`src/irc_pkg.sv`:
```
package irc_pkg;

	// ----------------------------------------------------------------
	// Register map (byte addresses, one 32-bit word each)
	// ----------------------------------------------------------------
	localparam logic [7:0] IRC_OFF_CTRL   = 8'h00;
	localparam logic [7:0] IRC_OFF_STATUS = 8'h04;
	localparam logic [7:0] IRC_OFF_CARR   = 8'h08;
	localparam logic [7:0] IRC_OFF_MTIME  = 8'h0c;
	localparam logic [7:0] IRC_OFF_COUNT  = 8'h10;
	localparam logic [7:0] IRC_OFF_PWR    = 8'h14;

	// ----------------------------------------------------------------
	// Control register fields
	// ----------------------------------------------------------------
	localparam int IRC_B_EN     = 0;
	localparam int IRC_B_MODE   = 1;
	localparam int IRC_B_POL    = 2;
	localparam int IRC_B_DATA   = 3;
	localparam int IRC_B_CFME   = 4;
	localparam int IRC_B_ENV    = 5;
	localparam int IRC_B_EDGE   = 7;
	localparam int IRC_B_RELOAD = 9;
	localparam int IRC_B_BURST  = 10;
	localparam int IRC_B_IE     = 11;
	localparam int IRC_B_DIV    = 12;
	localparam int IRC_CTRL_W   = 15;

	// Status and power-control fields
	localparam int IRC_B_IFLAG  = 0;
	localparam int IRC_B_OVF    = 1;
	localparam int IRC_B_MLEVEL = 0;
	localparam int IRC_B_MDRIVE = 1;

	// ----------------------------------------------------------------
	// Reset values and encodings
	// ----------------------------------------------------------------
	localparam logic [IRC_CTRL_W-1:0] IRC_CTRL_RST = 15'h0000;
	localparam logic [15:0]           IRC_CARR_RST = 16'h0000;
	localparam logic [15:0]           IRC_MT_RST   = 16'h0000;
	localparam logic [15:0]           IRC_CNT_MAX  = 16'hffff;
	localparam logic [15:0]           IRC_MT_BURST = 16'h0001;
	localparam logic [1:0]            IRC_ENV_MOD  = 2'b01;
	localparam logic [1:0]            IRC_ENV_RAW  = 2'b10;
	localparam logic [1:0]            IRC_EDGE_FALL = 2'b00;
	localparam logic [1:0]            IRC_EDGE_RISE = 2'b01;
	localparam logic [1:0]            IRC_GAP_LIMIT = 2'b10;
	localparam int                    IRC_PRE_W    = 7;

	// Operating mode of the timer
	typedef enum logic [2:0] {
		IRC_MD_OFF = 3'b001,
		IRC_MD_TX  = 3'b010,
		IRC_MD_RX  = 3'b100
	} irc_mode_t;

endpackage

```
`src/irc_timer.sv`:
```
// Contract
// - Timer disabled: transmit pin level and driver come from two power-control bits.
// - Input clock is system clock divided by two to the divider field.
// - Carrier high lasts high byte plus one, low lasts low byte plus one.
// - Carrier timing, data and polarity are latched once per modulation interval.
// - Enabled timer idles the transmit pin at the polarity level.
// - Interval counter counts carrier cycles or input clocks per clock-source bit.
// - Data one sends carrier, inverted by polarity; data zero sends idle level except in envelope 10.
// - Transmit starts on enable with mode set, mode with enable, or both.
// - Transmit start loads counter from modulation time, then counts down.
// - At zero: reload, resample, update pin, set interval flag, interrupt if enabled.
// - Each transmit interval lasts modulation time plus one counting cycles.
// - Transmit stops when mode goes to receive or enable clears.
// - Envelope modes drive envelope pin with data bit, inverted by polarity.
// - Envelope 01 sends modulated carrier, 10 sends unmodulated carrier.
// - Receive runs with mode zero and enable; edge field qualifies events.
// - Receive counter starts from zero at first qualified event, counts up.
// - Later events store level, copy counter to modulation time, optional clear.
// - Counter rollover from maximum sets overflow flag; interrupt if enabled.
// - Receive continues until transmit mode is chosen or enable clears.
// - Burst mode disables capture; modulation time counts qualified edges.
// - Burst mode: two carrier cycles with no edge set interval flag.
// - Burst bit rising sets modulation time to one.
//
// The register offsets and the Wishbone interface to the registers were decided locally.
module irc_timer
	import irc_pkg::*;
(
	// Clock and reset
	input  wire logic        clk_i,
	input  wire logic        rst_i,
	// Wishbone slave
	input  wire logic        wb_cyc_i,
	input  wire logic        wb_stb_i,
	input  wire logic        wb_we_i,
	input  wire logic [7:0]  wb_adr_i,
	input  wire logic [3:0]  wb_sel_i,
	input  wire logic [31:0] wb_dat_i,
	output logic      [31:0] wb_dat_o,
	output logic             wb_ack_o,
	// Infrared pins
	input  wire logic        ir_rx_pin_i,
	output logic             ir_tx_pin_o,
	output logic             ir_tx_pin_oe_o,
	output logic             envelope_out_pin_o,
	// Interrupt request
	output logic             ir_irq_o
);

	// ----------------------------------------------------------------
	// Helpers
	// ----------------------------------------------------------------
	function automatic logic reg_hit(input logic [7:0] adr, input logic [7:0] off);
		reg_hit = (adr[7:2] == off[7:2]);
	endfunction

	function automatic logic [15:0] merge16(input logic [15:0] old, input logic [31:0] dat,
		input logic [3:0] sel);
		merge16 = {sel[1] ? dat[15:8] : old[15:8], sel[0] ? dat[7:0] : old[7:0]};
	endfunction

	// ----------------------------------------------------------------
	// Registers and state
	// ----------------------------------------------------------------
	logic [IRC_CTRL_W-1:0] ctrl;
	logic [15:0]           carrier_timing;
	logic [15:0]           modulation_time;
	logic [15:0]           interval_counter;
	logic                  modulation_data_bit;
	logic                  manual_tx_level;
	logic                  manual_tx_drive_en;
	logic                  interval_flag;
	logic                  counter_overflow_flag;
	logic [IRC_PRE_W-1:0]  pre_cnt;
	logic                  phase_hi;
	logic [7:0]            car_cnt;
	logic [15:0]           car_lat;
	logic                  data_lat;
	logic                  pol_lat;
	logic                  rx_meta;
	logic                  rx_sync;
	logic                  rx_prev;
	logic                  rx_started;
	logic [1:0]            gap_cnt;
	logic                  burst_q;
	irc_mode_t             mode;
	irc_mode_t             next_mode;

	// Control fields
	logic       ir_enable;
	logic       tx_mode_select;
	logic       tx_polarity;
	logic       count_clock_select;
	logic [1:0] envelope_select;
	logic [1:0] edge_select;
	logic       reload_on_edge;
	logic       burst_count_mode;
	logic       ir_interrupt_enable;
	logic [2:0] clock_divider;

	assign ir_enable           = ctrl[IRC_B_EN];
	assign tx_mode_select      = ctrl[IRC_B_MODE];
	assign tx_polarity         = ctrl[IRC_B_POL];
	assign count_clock_select  = ctrl[IRC_B_CFME];
	assign envelope_select     = ctrl[IRC_B_ENV+1:IRC_B_ENV];
	assign edge_select         = ctrl[IRC_B_EDGE+1:IRC_B_EDGE];
	assign reload_on_edge      = ctrl[IRC_B_RELOAD];
	assign burst_count_mode    = ctrl[IRC_B_BURST];
	assign ir_interrupt_enable = ctrl[IRC_B_IE];
	assign clock_divider       = ctrl[IRC_B_DIV+2:IRC_B_DIV];

	// ----------------------------------------------------------------
	// Bus access
	// ----------------------------------------------------------------
	logic bus_req;
	logic bus_wr;
	assign bus_req = wb_cyc_i && wb_stb_i && !wb_ack_o;
	assign bus_wr  = bus_req && wb_we_i;

	logic wr_ctrl;
	logic wr_stat;
	logic wr_carr;
	logic wr_mt;
	logic wr_pwr;
	assign wr_ctrl = bus_wr && reg_hit(wb_adr_i, IRC_OFF_CTRL);
	assign wr_stat = bus_wr && reg_hit(wb_adr_i, IRC_OFF_STATUS) && wb_sel_i[0];
	assign wr_carr = bus_wr && reg_hit(wb_adr_i, IRC_OFF_CARR);
	assign wr_mt   = bus_wr && reg_hit(wb_adr_i, IRC_OFF_MTIME);
	assign wr_pwr  = bus_wr && reg_hit(wb_adr_i, IRC_OFF_PWR) && wb_sel_i[0];

	// Control word with the written bytes merged in
	logic [15:0] ctrl_wr;
	assign ctrl_wr = merge16({1'b0, ctrl}, wb_dat_i, wb_sel_i);

	// One wait state; unmapped words read zero and still acknowledge
	always_ff @(posedge clk_i) begin
		if (rst_i) begin
			wb_ack_o <= 1'b0;
			wb_dat_o <= 32'h0000_0000;
		end else begin
			wb_ack_o <= bus_req;
			wb_dat_o <= 32'h0000_0000;
			if (bus_req && !wb_we_i) begin
				if (reg_hit(wb_adr_i, IRC_OFF_CTRL))
					wb_dat_o <= {17'h0_0000, ctrl[IRC_CTRL_W-1:IRC_B_DATA+1],
						modulation_data_bit, ctrl[IRC_B_DATA-1:0]};
				else if (reg_hit(wb_adr_i, IRC_OFF_STATUS))
					wb_dat_o <= {30'h0000_0000, counter_overflow_flag, interval_flag};
				else if (reg_hit(wb_adr_i, IRC_OFF_CARR))
					wb_dat_o <= {16'h0000, carrier_timing};
				else if (reg_hit(wb_adr_i, IRC_OFF_MTIME))
					wb_dat_o <= {16'h0000, modulation_time};
				else if (reg_hit(wb_adr_i, IRC_OFF_COUNT))
					wb_dat_o <= {16'h0000, interval_counter};
				else if (reg_hit(wb_adr_i, IRC_OFF_PWR))
					wb_dat_o <= {30'h0000_0000, manual_tx_drive_en, manual_tx_level};
			end
		end
	end

	// Control and configuration words
	always_ff @(posedge clk_i) begin
		if (rst_i) begin
			ctrl           <= IRC_CTRL_RST;
			carrier_timing <= IRC_CARR_RST;
		end else begin
			if (wr_ctrl)
				ctrl <= ctrl_wr[IRC_CTRL_W-1:0];
			if (wr_carr)
				carrier_timing <= merge16(carrier_timing, wb_dat_i, wb_sel_i);
		end
	end

	// Manual pin control used only while the timer is off
	always_ff @(posedge clk_i) begin
		if (rst_i) begin
			manual_tx_level    <= 1'b0;
			manual_tx_drive_en <= 1'b0;
		end else if (wr_pwr) begin
			manual_tx_level    <= wb_dat_i[IRC_B_MLEVEL];
			manual_tx_drive_en <= wb_dat_i[IRC_B_MDRIVE];
		end
	end

	// ----------------------------------------------------------------
	// Mode tracking
	// ----------------------------------------------------------------
	always_comb begin
		case ({ir_enable, tx_mode_select})
			2'b11:   next_mode = IRC_MD_TX;
			2'b10:   next_mode = IRC_MD_RX;
			default: next_mode = IRC_MD_OFF;
		endcase
	end

	always_ff @(posedge clk_i) begin
		if (rst_i)
			mode <= IRC_MD_OFF;
		else
			mode <= next_mode;
	end

	logic tx_start;
	logic tx_run;
	logic rx_run;
	assign tx_start = (next_mode == IRC_MD_TX) && (mode != IRC_MD_TX);
	assign tx_run   = (next_mode == IRC_MD_TX) && (mode == IRC_MD_TX);
	assign rx_run   = (next_mode == IRC_MD_RX);

	// ----------------------------------------------------------------
	// Prescaler and carrier generator
	// ----------------------------------------------------------------
	logic ir_tick;
	logic car_end;
	logic cnt_tick;
	logic [IRC_PRE_W-1:0] pre_mask;
	assign pre_mask = IRC_PRE_W'((8'h01 << clock_divider) - 8'h01);
	assign ir_tick  = ((pre_cnt & pre_mask) == '0);
	assign car_end  = ir_tick && !phase_hi && (car_cnt == 8'h00);
	assign cnt_tick = count_clock_select ? ir_tick : car_end;

	always_ff @(posedge clk_i) begin
		if (rst_i || !ir_enable)
			pre_cnt <= '0;
		else
			pre_cnt <= pre_cnt + IRC_PRE_W'(1);
	end

	// Phase counter; a new latched timing takes effect at the next phase load
	always_ff @(posedge clk_i) begin
		if (rst_i || !ir_enable || tx_start) begin
			phase_hi <= 1'b1;
			car_cnt  <= carrier_timing[15:8];
		end else if (ir_tick) begin
			if (car_cnt == 8'h00) begin
				phase_hi <= !phase_hi;
				car_cnt  <= phase_hi ? car_lat[7:0] : car_lat[15:8];
			end else begin
				car_cnt <= car_cnt - 8'h01;
			end
		end
	end

	// ----------------------------------------------------------------
	// Transmit interval counter and latches
	// ----------------------------------------------------------------
	logic tx_bound;
	assign tx_bound = tx_run && cnt_tick && (interval_counter == 16'h0000);

	// Latching per interval lets frequency hop without glitching mid-interval
	always_ff @(posedge clk_i) begin
		if (rst_i) begin
			car_lat  <= IRC_CARR_RST;
			data_lat <= 1'b0;
			pol_lat  <= 1'b0;
		end else if (tx_start || tx_bound) begin
			car_lat  <= carrier_timing;
			data_lat <= modulation_data_bit;
			pol_lat  <= tx_polarity;
		end else if (!tx_run) begin
			car_lat  <= carrier_timing;
			pol_lat  <= tx_polarity;
		end
	end

	// ----------------------------------------------------------------
	// Receive edge detection (pin synchronised first)
	// ----------------------------------------------------------------
	always_ff @(posedge clk_i) begin
		if (rst_i) begin
			rx_meta <= 1'b1;                 // Pin idles high: no false edge after reset
			rx_sync <= 1'b1;
			rx_prev <= 1'b1;
		end else begin
			rx_meta <= ir_rx_pin_i;
			rx_sync <= rx_meta;
			rx_prev <= rx_sync;
		end
	end

	logic rise;
	logic fall;
	logic qual;
	assign rise = rx_sync && !rx_prev;
	assign fall = !rx_sync && rx_prev;
	always_comb begin
		case (edge_select)
			IRC_EDGE_FALL: qual = rx_run && fall;
			IRC_EDGE_RISE: qual = rx_run && rise;
			default:       qual = rx_run && (rise || fall);
		endcase
	end

	logic rx_cap;
	logic gap_hit;
	logic rx_ovf;
	assign rx_cap  = rx_started && qual;
	assign gap_hit = rx_run && rx_started && burst_count_mode && car_end
		&& (gap_cnt == IRC_GAP_LIMIT - 2'b01);
	assign rx_ovf  = rx_run && rx_started && cnt_tick && (interval_counter == IRC_CNT_MAX)
		&& !(qual && reload_on_edge);

	always_ff @(posedge clk_i) begin
		if (rst_i || !rx_run)
			rx_started <= 1'b0;
		else if (qual)
			rx_started <= 1'b1;
	end

	// Carrier cycles since the last qualified edge, saturating
	always_ff @(posedge clk_i) begin
		if (rst_i || !rx_run || qual)
			gap_cnt <= 2'b00;
		else if (car_end && gap_cnt != IRC_GAP_LIMIT)
			gap_cnt <= gap_cnt + 2'b01;
	end

	// ----------------------------------------------------------------
	// Interval counter (down in transmit, up in receive)
	// ----------------------------------------------------------------
	always_ff @(posedge clk_i) begin
		if (rst_i) begin
			interval_counter <= 16'h0000;
		end else if (tx_start) begin
			interval_counter <= modulation_time;
		end else if (tx_run && cnt_tick) begin
			if (interval_counter == 16'h0000)
				interval_counter <= modulation_time;
			else
				interval_counter <= interval_counter - 16'h0001;
		end else if (rx_run) begin
			if (qual && (!rx_started || reload_on_edge))
				interval_counter <= 16'h0000;
			else if (rx_started && cnt_tick)
				interval_counter <= interval_counter + 16'h0001;
		end
	end

	// Modulation time: captured or edge-counted by hardware, else software
	always_ff @(posedge clk_i) begin
		if (rst_i) begin
			modulation_time <= IRC_MT_RST;
			burst_q         <= 1'b0;
		end else begin
			burst_q <= burst_count_mode;
			if (burst_count_mode && !burst_q)
				modulation_time <= IRC_MT_BURST;
			else if (rx_cap && !burst_count_mode)
				modulation_time <= interval_counter;
			else if (qual && burst_count_mode)
				modulation_time <= modulation_time + 16'h0001;
			else if (wr_mt)
				modulation_time <= merge16(modulation_time, wb_dat_i, wb_sel_i);
		end
	end

	// Data bit: software sets it for transmit, capture stores the pin level
	always_ff @(posedge clk_i) begin
		if (rst_i)
			modulation_data_bit <= 1'b0;
		else if (rx_cap && !burst_count_mode)
			modulation_data_bit <= rx_sync;
		else if (wr_ctrl && wb_sel_i[0])
			modulation_data_bit <= wb_dat_i[IRC_B_DATA];
	end

	// ----------------------------------------------------------------
	// Sticky flags; a hardware set beats a software clear
	// ----------------------------------------------------------------
	logic iflag_set;
	assign iflag_set = tx_bound || (rx_cap && !burst_count_mode) || gap_hit;

	always_ff @(posedge clk_i) begin
		if (rst_i) begin
			interval_flag         <= 1'b0;
			counter_overflow_flag <= 1'b0;
		end else begin
			if (iflag_set)
				interval_flag <= 1'b1;
			else if (wr_stat && !wb_dat_i[IRC_B_IFLAG])
				interval_flag <= 1'b0;
			if (rx_ovf)
				counter_overflow_flag <= 1'b1;
			else if (wr_stat && !wb_dat_i[IRC_B_OVF])
				counter_overflow_flag <= 1'b0;
		end
	end

	always_ff @(posedge clk_i) begin
		if (rst_i)
			ir_irq_o <= 1'b0;
		else
			ir_irq_o <= ir_interrupt_enable
				&& (interval_flag || counter_overflow_flag);
	end

	// ----------------------------------------------------------------
	// Pin outputs
	// ----------------------------------------------------------------
	logic carrier_on;
	assign carrier_on = (envelope_select == IRC_ENV_RAW) ? 1'b1 : data_lat;

	always_ff @(posedge clk_i) begin
		if (rst_i) begin
			ir_tx_pin_o        <= 1'b0;
			ir_tx_pin_oe_o     <= 1'b0;
			envelope_out_pin_o <= 1'b0;
		end else if (!ir_enable) begin
			ir_tx_pin_o        <= manual_tx_level;
			ir_tx_pin_oe_o     <= manual_tx_drive_en;
			envelope_out_pin_o <= 1'b0;
		end else if (mode == IRC_MD_TX && tx_run) begin
			ir_tx_pin_oe_o <= 1'b1;
			ir_tx_pin_o    <= carrier_on ? (phase_hi ^ pol_lat) : pol_lat;
			if (envelope_select == IRC_ENV_MOD || envelope_select == IRC_ENV_RAW)
				envelope_out_pin_o <= data_lat ^ pol_lat;
			else
				envelope_out_pin_o <= 1'b0;
		end else begin
			ir_tx_pin_oe_o     <= 1'b1;
			ir_tx_pin_o        <= tx_polarity;
			envelope_out_pin_o <= 1'b0;
		end
	end
endmodule

```
`config.mk`:
```
export PLATFORM = sky130hd
export DESIGN_NAME = irc_timer
export DESIGN_NICKNAME = d
export VERILOG_FILES = /design/src/irc_pkg.sv /design/src/irc_timer.sv
export SDC_FILE = /design/constraint.sdc
export NUM_CORES = 1
export LEC_CHECK = 0
export BUFFER_PORTS_ARGS = -buffer_cell sky130_fd_sc_hd__clkbuf_2
export CORE_MARGIN = 5
export CORE_UTILIZATION = 64
export DETAILED_ROUTE_END_ITERATION = 10
export MAX_ROUTING_LAYER = met4
export PLACE_DENSITY_LB_ADDON = 0.2
export SYNTH_ARGS = -nofsm -noshare
export SYNTH_HDL_FRONTEND = slang
export SYNTH_SLANG_ARGS = --single-unit
```
`constraint.sdc`:
```
create_clock -name clk_i -period 9.2 [get_ports clk_i]
set_clock_uncertainty 0.15 [all_clocks]
set_input_delay 0.92 -clock clk_i [delete_from_list [all_inputs] [get_ports clk_i]]
set_output_delay 0.92 -clock clk_i [all_outputs]
set_load 0.05 [all_outputs]
```
==> qor.yml, run 1 <==
power:
  p_per_area_nw_per_um2: 163
  pwr-share-clk_pct: 52.0
  seqPwrFrac_pct: 42.8
  ir_drop_mv: 0.130
  p_leak_nw: 3.39
  power_switching_uw: 347
  finalPower_mw: 1.36
  combPwrFrac_pct: 5.1
  internal_power_mw: 1.01
  switching_share_pct: 25.6
timing:
  fmax_mhz: 246
  fin_crit_sh_pct: 44.2
  fin_ws_ns: 5.14
  finalSetupViolCount: 0
  fin_crit_ns: 4.06
  slew_headroom_pct: 21.6
  slew_violations: 0
  worstMarginPinSlew_ns: 1.18
  rsz0062_at_grt: "no"
  tns_ns: 0
  final-hold-violation-count: 0
critical_path:
  crit_chain: "clkbuf_2 -> nor2b_1 -> nor2b_1 -> nand2_1 -> o22ai_1 -> a21oi_1 -> a211oi_1"
  crit_path_top_delay_cell: "o22ai_1"
  cp_common_cell: "nor2b_1"
  cp.required_ns: 9.40
  cp-end-kind: "register"
  cp-start-kind: "input port"
  reg2reg_from: "car_cnt[0]"
  critPathKind: "in -> reg"
  cp-startpoint: "wb_adr_i[4]"
  cpPeakStageDelay_ns: 0.90
  cp_max_fo: 16
  worstPathArrival_ns: 4.26
worst_hold_path:
  hp-class: "reg -> reg"
  worst_hold_startpoint: "rx_meta"
finish:
  drive_above_1_share_pct: 12.3
  final_util_pct: 72.0
  mostFrequentLayoutCell: "nor2_1"
  nNetsFinal: 1013
  num_antenna_cells: 0
  mostFrequentLayoutCells: "nor2_1 (152), dfxtp_1 (124), mux2i_1 (69), o21ai_0 (67), nand2_1 (65)"
  area.growth.synth_to_final_pct: 9.34
clock_tree:
  root_buffer: "clkbuf_16"
  cts_hold_buf: 0
  htreeDepth: 4
  clk_latency_ns: 0.44
  cts.path.max_buffers: 2
  clk_pin_slew_ns: 0.06
  cts_resized: 0
  cts_buffers: 17
  clock-sinks: 132
  postCtsSetupBuffers: 0
  cts_tree: "built"
floorplan:
  die_area_um2: 14200
  row_count: 39
  initial_core_util_pct: 65.9
  core_um2: 11600
  dieHeight_um: 119
  die_w_um: 119
  ios: 87
synth:
  netlist_area_um2: 7620
  yosysWarnings: 0
  yosysSeqAreaShare_pct: 35.7
  synth_edf_count: 8
  synth_seq_cells: 132
  syn_inst: 951
  syn_avg_cell_area_um2: 8.01
  ys_types: 72
  synth_async_sr_flop_share_pct: 0
  synth_ff_type: "dfxtp_1"
route:
  totalWireLength_um: 23100
  drc: 0
  first_pass_iters: 7
  vias: 7216
  vias_per_cell: 6.52
  drtAntennaViolNets: 0
  drtIter0Drc: 1029
  routedWlPerCell_um: 20.9
global_route:
  grt_max_degree: 82
  grtUsageTotal_pct: 33.2
  antenna_found_initial: 0
  first_global_vias: 6476
  grt_pass1_wl_um: 35900
  gr-total-overflow: 0
placement:
  gp_congestion: 1.01
  dp_slack_ns: 4.80
  dp_hpwl_um: 16100
  port_buffers: 50
job:
  maxCapViolCount: 0
run_status:
  run_status: "finished clean"
## synth_stat cells (8+ instances only)
cell	number	area, um^2
nor2_1	152	571
dfxtp_1	124	2480
mux2i_1	69	691
o21ai_0	67	335
nand2_1	65	244
clkbuf_1	61	229
a21oi_1	60	300
xnor2_1	27	236
a211oi_1	24	180
nand3_1	21	105
nor3_1	21	105
inv_1	20	75.1
a22oi_1	19	143
buf_4	17	128
xor2_1	13	114
ha_1	12	150
o22ai_1	12	75.1
nor4_1	11	68.8
and3_1	9	56.3
mux2_2	9	101
edfxtp_1	8	240
nand3b_1	8	60.1
nand4_1	8	50.1
## layer usage
metal	track usage [%]	up-vias	part of all wire, %
met4	15.6	0	4.1
met5	-	-	0
met2	49.0	480	45
met3	6.35	86	11
met1	43.9	3309	40
li1	-	3341	-
## flip-flops by register name, indices dropped and copies added, names as in the netlist, 2 cells and up
register          cells
interval_counter     16
wb_dat_o             16
mode                  3
ctrl                 14
gap_cnt               2
modulation_time      16
car_cnt               8
carrier_timing       16
pre_cnt               7
car_lat              16
## critical path: cells and delay by family
family / cells / cell delay [ns]
simple gates: 3 / 1.71
buf+inv: 1 / 0.33
compound gates: 3 / 1.30
## through the flow
stage | cell area, um^2 | std cells | hold slack (ns)
CTS | 8330 | 1107 | 0.280
floorplan | 7680 | 966 | 0.239
global route | 8330 | 1107 | 0.298
detailed placement | 7720 | 1075 | 0.243
global placement | 7720 | 1075 | 0.245
finish | 8330 | 1107 | 0.272
## power by group through the flow
stage                     registers [mW]  logic, mW  clock network [mW]
after floorplan                    0.592     0.0562                   0
after global placement             0.593     0.0673                   0
after detailed placement           0.593     0.0677                   0
after CTS                          0.581     0.0682               0.704
after global routing               0.581     0.0742               0.731
final                              0.581     0.0698               0.705
## worst paths after layout
check                             end  slack, ns  cells after the start
setup / recovery  modulation_time[15]       5.14                      7
hold / removal                rx_sync       0.27                      1
setup reg to reg  interval_counter[1]       5.66                      9
hold reg to reg               rx_sync       0.27                      1
## logic make-up after synthesis
| kind of cell | Yosys count | share of synthesized area [%] |
|---|---|---|
| AND/OR/NAND/NOR | 346 | 21.8 |
| multiplexers | 79 | 10.5 |
| AO/OA/AOI/OAI | 228 | 18.3 |
| other | 1 | 0.0492 |
| flip-flops | 132 | 35.7 |
| adder cells (fa/ha/maj) | 12 | 1.97 |
| buffers and inverters | 113 | 6.99 |
| XOR/XNOR | 40 | 4.60 |
## final cells by class
type                            instances  area, um^2
Multi-Input combinational cell        721        4430
Fill cell                             897        3230
Sequential cell                       132        2720
Clock buffer                           17         425
Timing Repair Buffer                   58         310
Clock inverter                         15         190
Tap cell                              143         179
Inverter                               21        78.8
(Power assumes the default switching activity.)
==> run 2: changes to the inputs <==
--- a/config.mk
+++ b/config.mk
@@ -7,7 +7,7 @@
 export LEC_CHECK = 0
 export BUFFER_PORTS_ARGS = -buffer_cell sky130_fd_sc_hd__clkbuf_2
 export CORE_MARGIN = 5
-export CORE_UTILIZATION = 64
+export CORE_UTILIZATION = 59
 export DETAILED_ROUTE_END_ITERATION = 10
 export MAX_ROUTING_LAYER = met4
 export PLACE_DENSITY_LB_ADDON = 0.2
==> constraint.sdc (replaced) <==
create_clock -name clk_i -period 3.9 [get_ports clk_i]
set_clock_uncertainty 0.15 [all_clocks]
set_input_delay 0.39 -clock clk_i [delete_from_list [all_inputs] [get_ports clk_i]]
set_output_delay 0.39 -clock clk_i [all_outputs]
set_load 0.05 [all_outputs]
==> run 2 against run 1 <==
Effect of this change: worst setup slack lost 4.3 ns; sequential cell count stayed put; clock-buffer cell count grew 1; combinational power increased by 130%; cell count grew 3.7%; non-clock buffer count up 12; critical path depth increased by 2; utilization shrank 5.6 points; via count shrank 0.82%; first-iteration DRC count fell by 23%; highest routed layer unchanged.
==> qor.yml, run 2 (synthesis gave the netlist of run 1 again) <==
clock_tree:
  cts_hold_buf: 0
  cts_resized: 0
  clk_pin_slew_ns: 0.06
  clk_latency_ns: 0.43
  cts_tree: "built"
  cts.path.max_buffers: 2
  root_buffer: "clkbuf_16"
  cts_buffers: 17
  postCtsSetupBuffers: 0
  clock-sinks: 132
  htreeDepth: 4
critical_path:
  cp-start-kind: "register"
  worstPathArrival_ns: 3.30
  critPathTopFamily: "simple AND/OR/NAND/NOR gates"
  path_buf_inv: 1
  cp_max_fo: 15
  cp.required_ns: 4.09
  crit_path_top_delay_cell: "dfxtp_1"
  cp-end-kind: "register"
  ff2ff_path_depth: 9
  cpPeakStageDelay_ns: 0.41
  critPathKind: "reg -> reg"
  cp.depth: 9
  crit_chain: "or3_1 -> ha_1 -> and3_1 -> o31a_1 -> nor4_2 -> buf_4 -> a21oi_1 -> nand2b_1 -> a311oi_1"
timing:
  worstMarginPinSlew_ns: 1.05
  rsz0062_at_grt: "no"
  slew_headroom_pct: 29.3
  slew_violations: 0
  fin_crit_ns: 3.11
  tns_ns: 0
  finalSetupViolCount: 0
  fin_crit_sh_pct: 79.6
  final-hold-violation-count: 0
  fmax_mhz: 322
global_route:
  grt_use_met2_pct: 44.2
  use_met1_pct: 40.5
  grt_pass1_wl_um: 34700
  antenna_found_initial: 0
  grtUsageMet3_pct: 6.58
  grtUsageTotal_pct: 30.3
  grt_max_degree: 47
  top_usage_layer: "met2"
  first_global_vias: 6473
  gr-total-overflow: 0
route:
  drc: 0
  routedWlPerCell_um: 19.2
  drtIter0Drc: 797
  vias: 7157
  drtAntennaViolNets: 0
  first_pass_iters: 6
  totalWireLength_um: 22000
  vias_per_cell: 6.23
finish:
  area.growth.synth_to_final_pct: 10.1
  seq_area_um2: 2720
  drive_above_1_share_pct: 13.3
  fillers: 1095
  mostFrequentLayoutCells: "nor2_1 (152), dfxtp_1 (124), mux2i_1 (69), o21ai_0 (67), nand2_1 (65)"
  final_cell_count_no_fill: 1148
  nNetsFinal: 1025
  mostFrequentLayoutCell: "nor2_1"
  num_antenna_cells: 0
  multi_input_area_um2: 4430
floorplan:
  ios: 87
  row_count: 41
  core_um2: 12600
  die_w_um: 124
  dieHeight_um: 124
  die_area_um2: 15300
  initial_core_util_pct: 60.4
power:
  p_per_area_nw_per_um2: 361
  ir_drop_mv: 0.276
  p_leak_nw: 3.42
placement:
  dp.cells: 1116
  gp_congestion: 0.986
  port_buffers: 50
  dp_hpwl_um: 15600
run_status:
  run_status: "finished clean"
worst_hold_path:
  hold_depth: 2
  hp-class: "in -> reg"
job:
  maxCapViolCount: 0
-- run 2: cell types whose count changed in the layout (fill, tap and decap cells not counted), sizes merged --
cell | previous run | this run
clkinv | 5 | 6
clkbuf | 67 | 68
bufinv | 2 | 0
buf | 8 | 20
-- run 2: layer usage --
metal | wire length, um | up-vias
met5 | 0 | -
met4 | 961 | 0
met3 | 2290 | 76
met2 | 9530 | 426
met1 | 9230 | 3271
li1 | - | 3384
-- run 2: layout make-up --
| cell class | instances | area share [%] |
|---|---|---|
| clock buffer | 18 | 5.11 |
| clock inverter | 14 | 1.42 |
| inverter | 21 | 0.939 |
| multi-input combinational | 721 | 52.7 |
| sequential | 132 | 32.4 |
| tap | 172 | 2.56 |
| timing repair buffer | 70 | 4.77 |
-- run 2: power by group --
part / total, mW / internal, mW / switching, mW
sequential: 1.37 / 1.36 / 0.00645
clock: 1.49 / 0.831 / 0.662
combinational: 0.164 / 0.0471 / 0.117
total: 3.03 / 2.24 / 0.785
-- run 2: stage by stage --
stage | hold WS, ns | instance area, um^2 | setup WS, ns | power (mW) | util (%)
2_1_floorplan | 0.239 | 7680 | 1.00 | 1.53 | -
3_3_place_gp | 0.256 | 7840 | 0.813 | 1.56 | 62.1
3_5_place_dp | 0.249 | 7840 | 0.832 | 1.56 | 62.1
4_1_cts | 0.0126 | 8390 | 0.811 | 3.03 | 66.5
5_1_grt | 0.00373 | 8390 | 0.525 | 3.12 | 66.5
6_report | 0.0148 | 8390 | 0.794 | 3.03 | 66.5
-- run 2: path summary, 6_finish.rpt --
kind,start,end,slack (ns)
setup / recovery,ctrl[13],interval_counter[1],0.79
hold / removal,ir_rx_pin_i,rx_meta,0.01
setup reg to reg,ctrl[13],interval_counter[1],0.79
hold reg to reg,rx_meta,rx_sync,0.27
==> run 3: changes to the inputs <==
--- a/config.mk
+++ b/config.mk
@@ -5,6 +5,7 @@
 export SDC_FILE = /design/constraint.sdc
 export NUM_CORES = 1
 export LEC_CHECK = 0
+export ABC_AREA = 1
 export BUFFER_PORTS_ARGS = -buffer_cell sky130_fd_sc_hd__clkbuf_2
 export CORE_MARGIN = 5
 export CORE_UTILIZATION = 59
==> constraint.sdc (replaced) <==
create_clock -name clk_i -period 2.9 [get_ports clk_i]
set_clock_uncertainty 0.15 [all_clocks]
set_input_delay 0.29 -clock clk_i [delete_from_list [all_inputs] [get_ports clk_i]]
set_output_delay 0.29 -clock clk_i [all_outputs]
set_load 0.05 [all_outputs]
==> run 3 against run 2 <==
Effect of this change: utilization grew 2.3 points; register-to-register slack got worse by 0.50 ns; global-route usage up 1.2 points; total power grew 36%; via count up 9.9%; die area up 0.40%; clock power increased by 42%; worst hold slack got worse by 0.0045 ns; sequential power grew 34%; area after synthesis rose by 0.44%.
==> qor.yml, run 3 <==
run_status:
  run_status: "finished clean"
synth:
  synth_ff_type: "dfxtp_1"
  ys_types: 49
  post-synth-top-area-cell: "dfxtp_1"
  synth_seq_cells: 132
  yosysMostFrequentCell: "nand2_1"
  synth_top_area_share_pct: 32.4
  netlist_area_um2: 7650
  synth_async_sr_flop_share_pct: 0
  yosysSeqAreaShare_pct: 35.6
  ys_top_cells_by_count: "nand2_1 (203), nor2_1 (149), dfxtp_1 (124)"
  synth_area_leaders: "dfxtp_1 (32%), nand2_1 (10%), o21ai_0 (7.7%)"
  syn_inst: 1120
  yosysWarnings: 0
  syn_avg_cell_area_um2: 6.83
  synth_edf_count: 8
floorplan:
  dieHeight_um: 124
  initial_core_util_pct: 60.4
  die_w_um: 124
  row_count: 41
  ios: 87
  core_um2: 12700
  die_area_um2: 15400
timing:
  rsz0062_at_grt: "no"
  fmax_mhz: 384
  finalSetupViolCount: 0
  worstMarginPinSlew_ns: 1.08
  final-hold-violation-count: 0
  fin_crit_ns: 2.61
  tns_ns: 0
  fin_crit_sh_pct: 89.8
  hold_slack_ns: 0.0103
  slew_headroom_pct: 27.2
  slew_violations: 0
finish:
  mostFrequentLayoutCell: "nand2_1"
  fillers: 1141
  mostFrequentLayoutCells: "nand2_1 (203), nor2_1 (149), dfxtp_1 (123), inv_1 (120), o21ai_0 (117)"
  drive_above_1_share_pct: 12.5
  area.growth.synth_to_final_pct: 13.8
  final_cell_area_um2: 8710
  num_antenna_cells: 0
  seq_area_um2: 2720
  multi_input_area_um2: 4160
  nNetsFinal: 1240
clock_tree:
  clk_pin_slew_ns: 0.06
  cts_tree: "built"
  clock-sinks: 132
  htreeDepth: 4
  postCtsSetupBuffers: 0
  root_buffer: "clkbuf_16"
  cts.path.max_buffers: 2
  clk_latency_ns: 0.44
  cts_buffers: 17
route:
  drtIter0Drc: 991
  routedWlPerCell_um: 16.7
  first_pass_iters: 6
  drc: 0
  met2_length_um: 10100
  drtAntennaViolNets: 0
  totalWireLength_um: 22800
  drt-met1-wl_um: 9640
  routed.top_layer: "met4"
  vias_per_cell: 5.77
  vias: 7866
  met3WireLength_um: 2370
global_route:
  grt_max_degree: 45
  gr-total-overflow: 0
  grtUsageTotal_pct: 31.4
  first_global_vias: 6986
  grt_pass1_wl_um: 36000
  antenna_found_initial: 0
job:
  maxCapViolCount: 0
placement:
  dp_hpwl_um: 16600
  gp_congestion: 0.986
  placed_area_um2: 8030
  port_buffers: 50
power:
  internal_power_mw: 3.11
  pwr-share-clk_pct: 51.2
  p_per_area_nw_per_um2: 472
  combPwrFrac_pct: 4.2
  p_leak_nw: 3.85
  ir_drop_mv: 0.328
  power_switching_uw: 998
  seqPwrFrac_pct: 44.6
  switching_share_pct: 24.3
critical_path:
  r2r_setup_slack_ns: 0.29
  cpPeakStageDelay_ns: 0.36
  cp_max_fo: 10
  cp_common_cell: "a21oi_1"
  crit_path_top_delay_cell: "dfxtp_1"
  crit_chain: "inv_1 -> ha_1 -> a21oi_1 -> nand2_1 -> nor2_1 -> nor2_1 -> nand2_1 -> clkinv_1 -> a21oi_1 -> o21ai_0 -> a21oi_1"
  cp-end-kind: "register"
  cp.required_ns: 3.11
  worstPathArrival_ns: 2.82
  critPathKind: "reg -> reg"
  cp-start-kind: "register"
worst_hold_path:
  hp-class: "in -> reg"
run 3: cell types whose count changed in the layout (fill, tap and decap cells not counted), sizes merged, moves of 17 or more:
| cell | before | now |
|---|---|---|
| xnor2 | 27 | 7 |
| nand2 | 66 | 213 |
| o21ai | 71 | 119 |
| a22oi | 19 | 2 |
| nand3 | 21 | 46 |
| inv | 28 | 133 |
| mux2i | 69 | 0 |
| a21oi | 60 | 105 |
run 3: per-stage QoR:
step	utilization, %	std cells	worst slack, ns	total power [mW]
floorplan	-	1135	0.616	2.00
detailed placement	63.4	1321	0.237	2.03
global route	68.8	1363	0.0569	4.22
finish	68.8	1363	0.295	4.11
CTS	68.6	1362	0.190	4.12
global placement	63.4	1321	0.244	2.03
run 3: worst paths after layout:
path | to | cells after the start | start
setup reg to reg | modulation_time[13] | 11 | rx_sync
setup / recovery | modulation_time[13] | 11 | rx_sync
hold / removal | carrier_timing[5] | 3 | wb_dat_i[5]
hold reg to reg | rx_sync | 1 | rx_meta
run 3: power by group through the flow:
stage / clock [mW] / combinational [mW] / sequential [mW]
2_1_floorplan: 0 / 0.121 / 1.88
3_3_place_gp: 0 / 0.158 / 1.87
3_5_place_dp: 0 / 0.158 / 1.87
4_1_cts: 2.11 / 0.169 / 1.83
5_1_grt: 2.20 / 0.185 / 1.83
6_report: 2.11 / 0.172 / 1.83
run 3: timing repair:
action                                  CTS  global route
endpoints found under the setup margin    0            19
hold endpoints to repair                 10             0
resized for setup                         0             2
hold buffers                              9             0
run 3: final cells by class:
class | count | area share (%)
sequential | 132 | 31.3
inverter | 129 | 5.59
multi-input combinational | 811 | 47.8
clock inverter | 13 | 1.41
tap | 172 | 2.47
timing repair buffer | 87 | 6.32
clock buffer | 19 | 5.20
run 3: critical path: cells and delay by family, from the launching register on:
family | cells | cell delay [ns]
AO/OA/AOI/OAI | 4 | 0.58
adder cells (fa/ha/maj) | 1 | 0.29
AND/OR/NAND/NOR | 4 | 0.73
buffers and inverters | 2 | 0.41
flip-flops | 1 | 0.36
run 3: kinds of logic (layout without fill, tap and decap cells):
group / count (synthesis) / after routing / synth area share, %
flip-flops: 132 / 132 / 35.6
AO/OA/AOI/OAI: 291 / 292 / 21.7
AND/OR/NAND/NOR: 456 / 456 / 25.7
adder cells (fa/ha/maj): 12 / 12 / 1.96
buffers and inverters: 193 / 248 / 11.0
XOR/XNOR: 35 / 35 / 4.01
other: 1 / 16 / 0.0490
run 3: layer usage:
metal | up-vias | GRT usage [%]
li1 | 3808 | -
met5 | - | -
met4 | 0 | 11.6
met1 | 3550 | 41.9
met2 | 455 | 47.2
met3 | 53 | 6.58
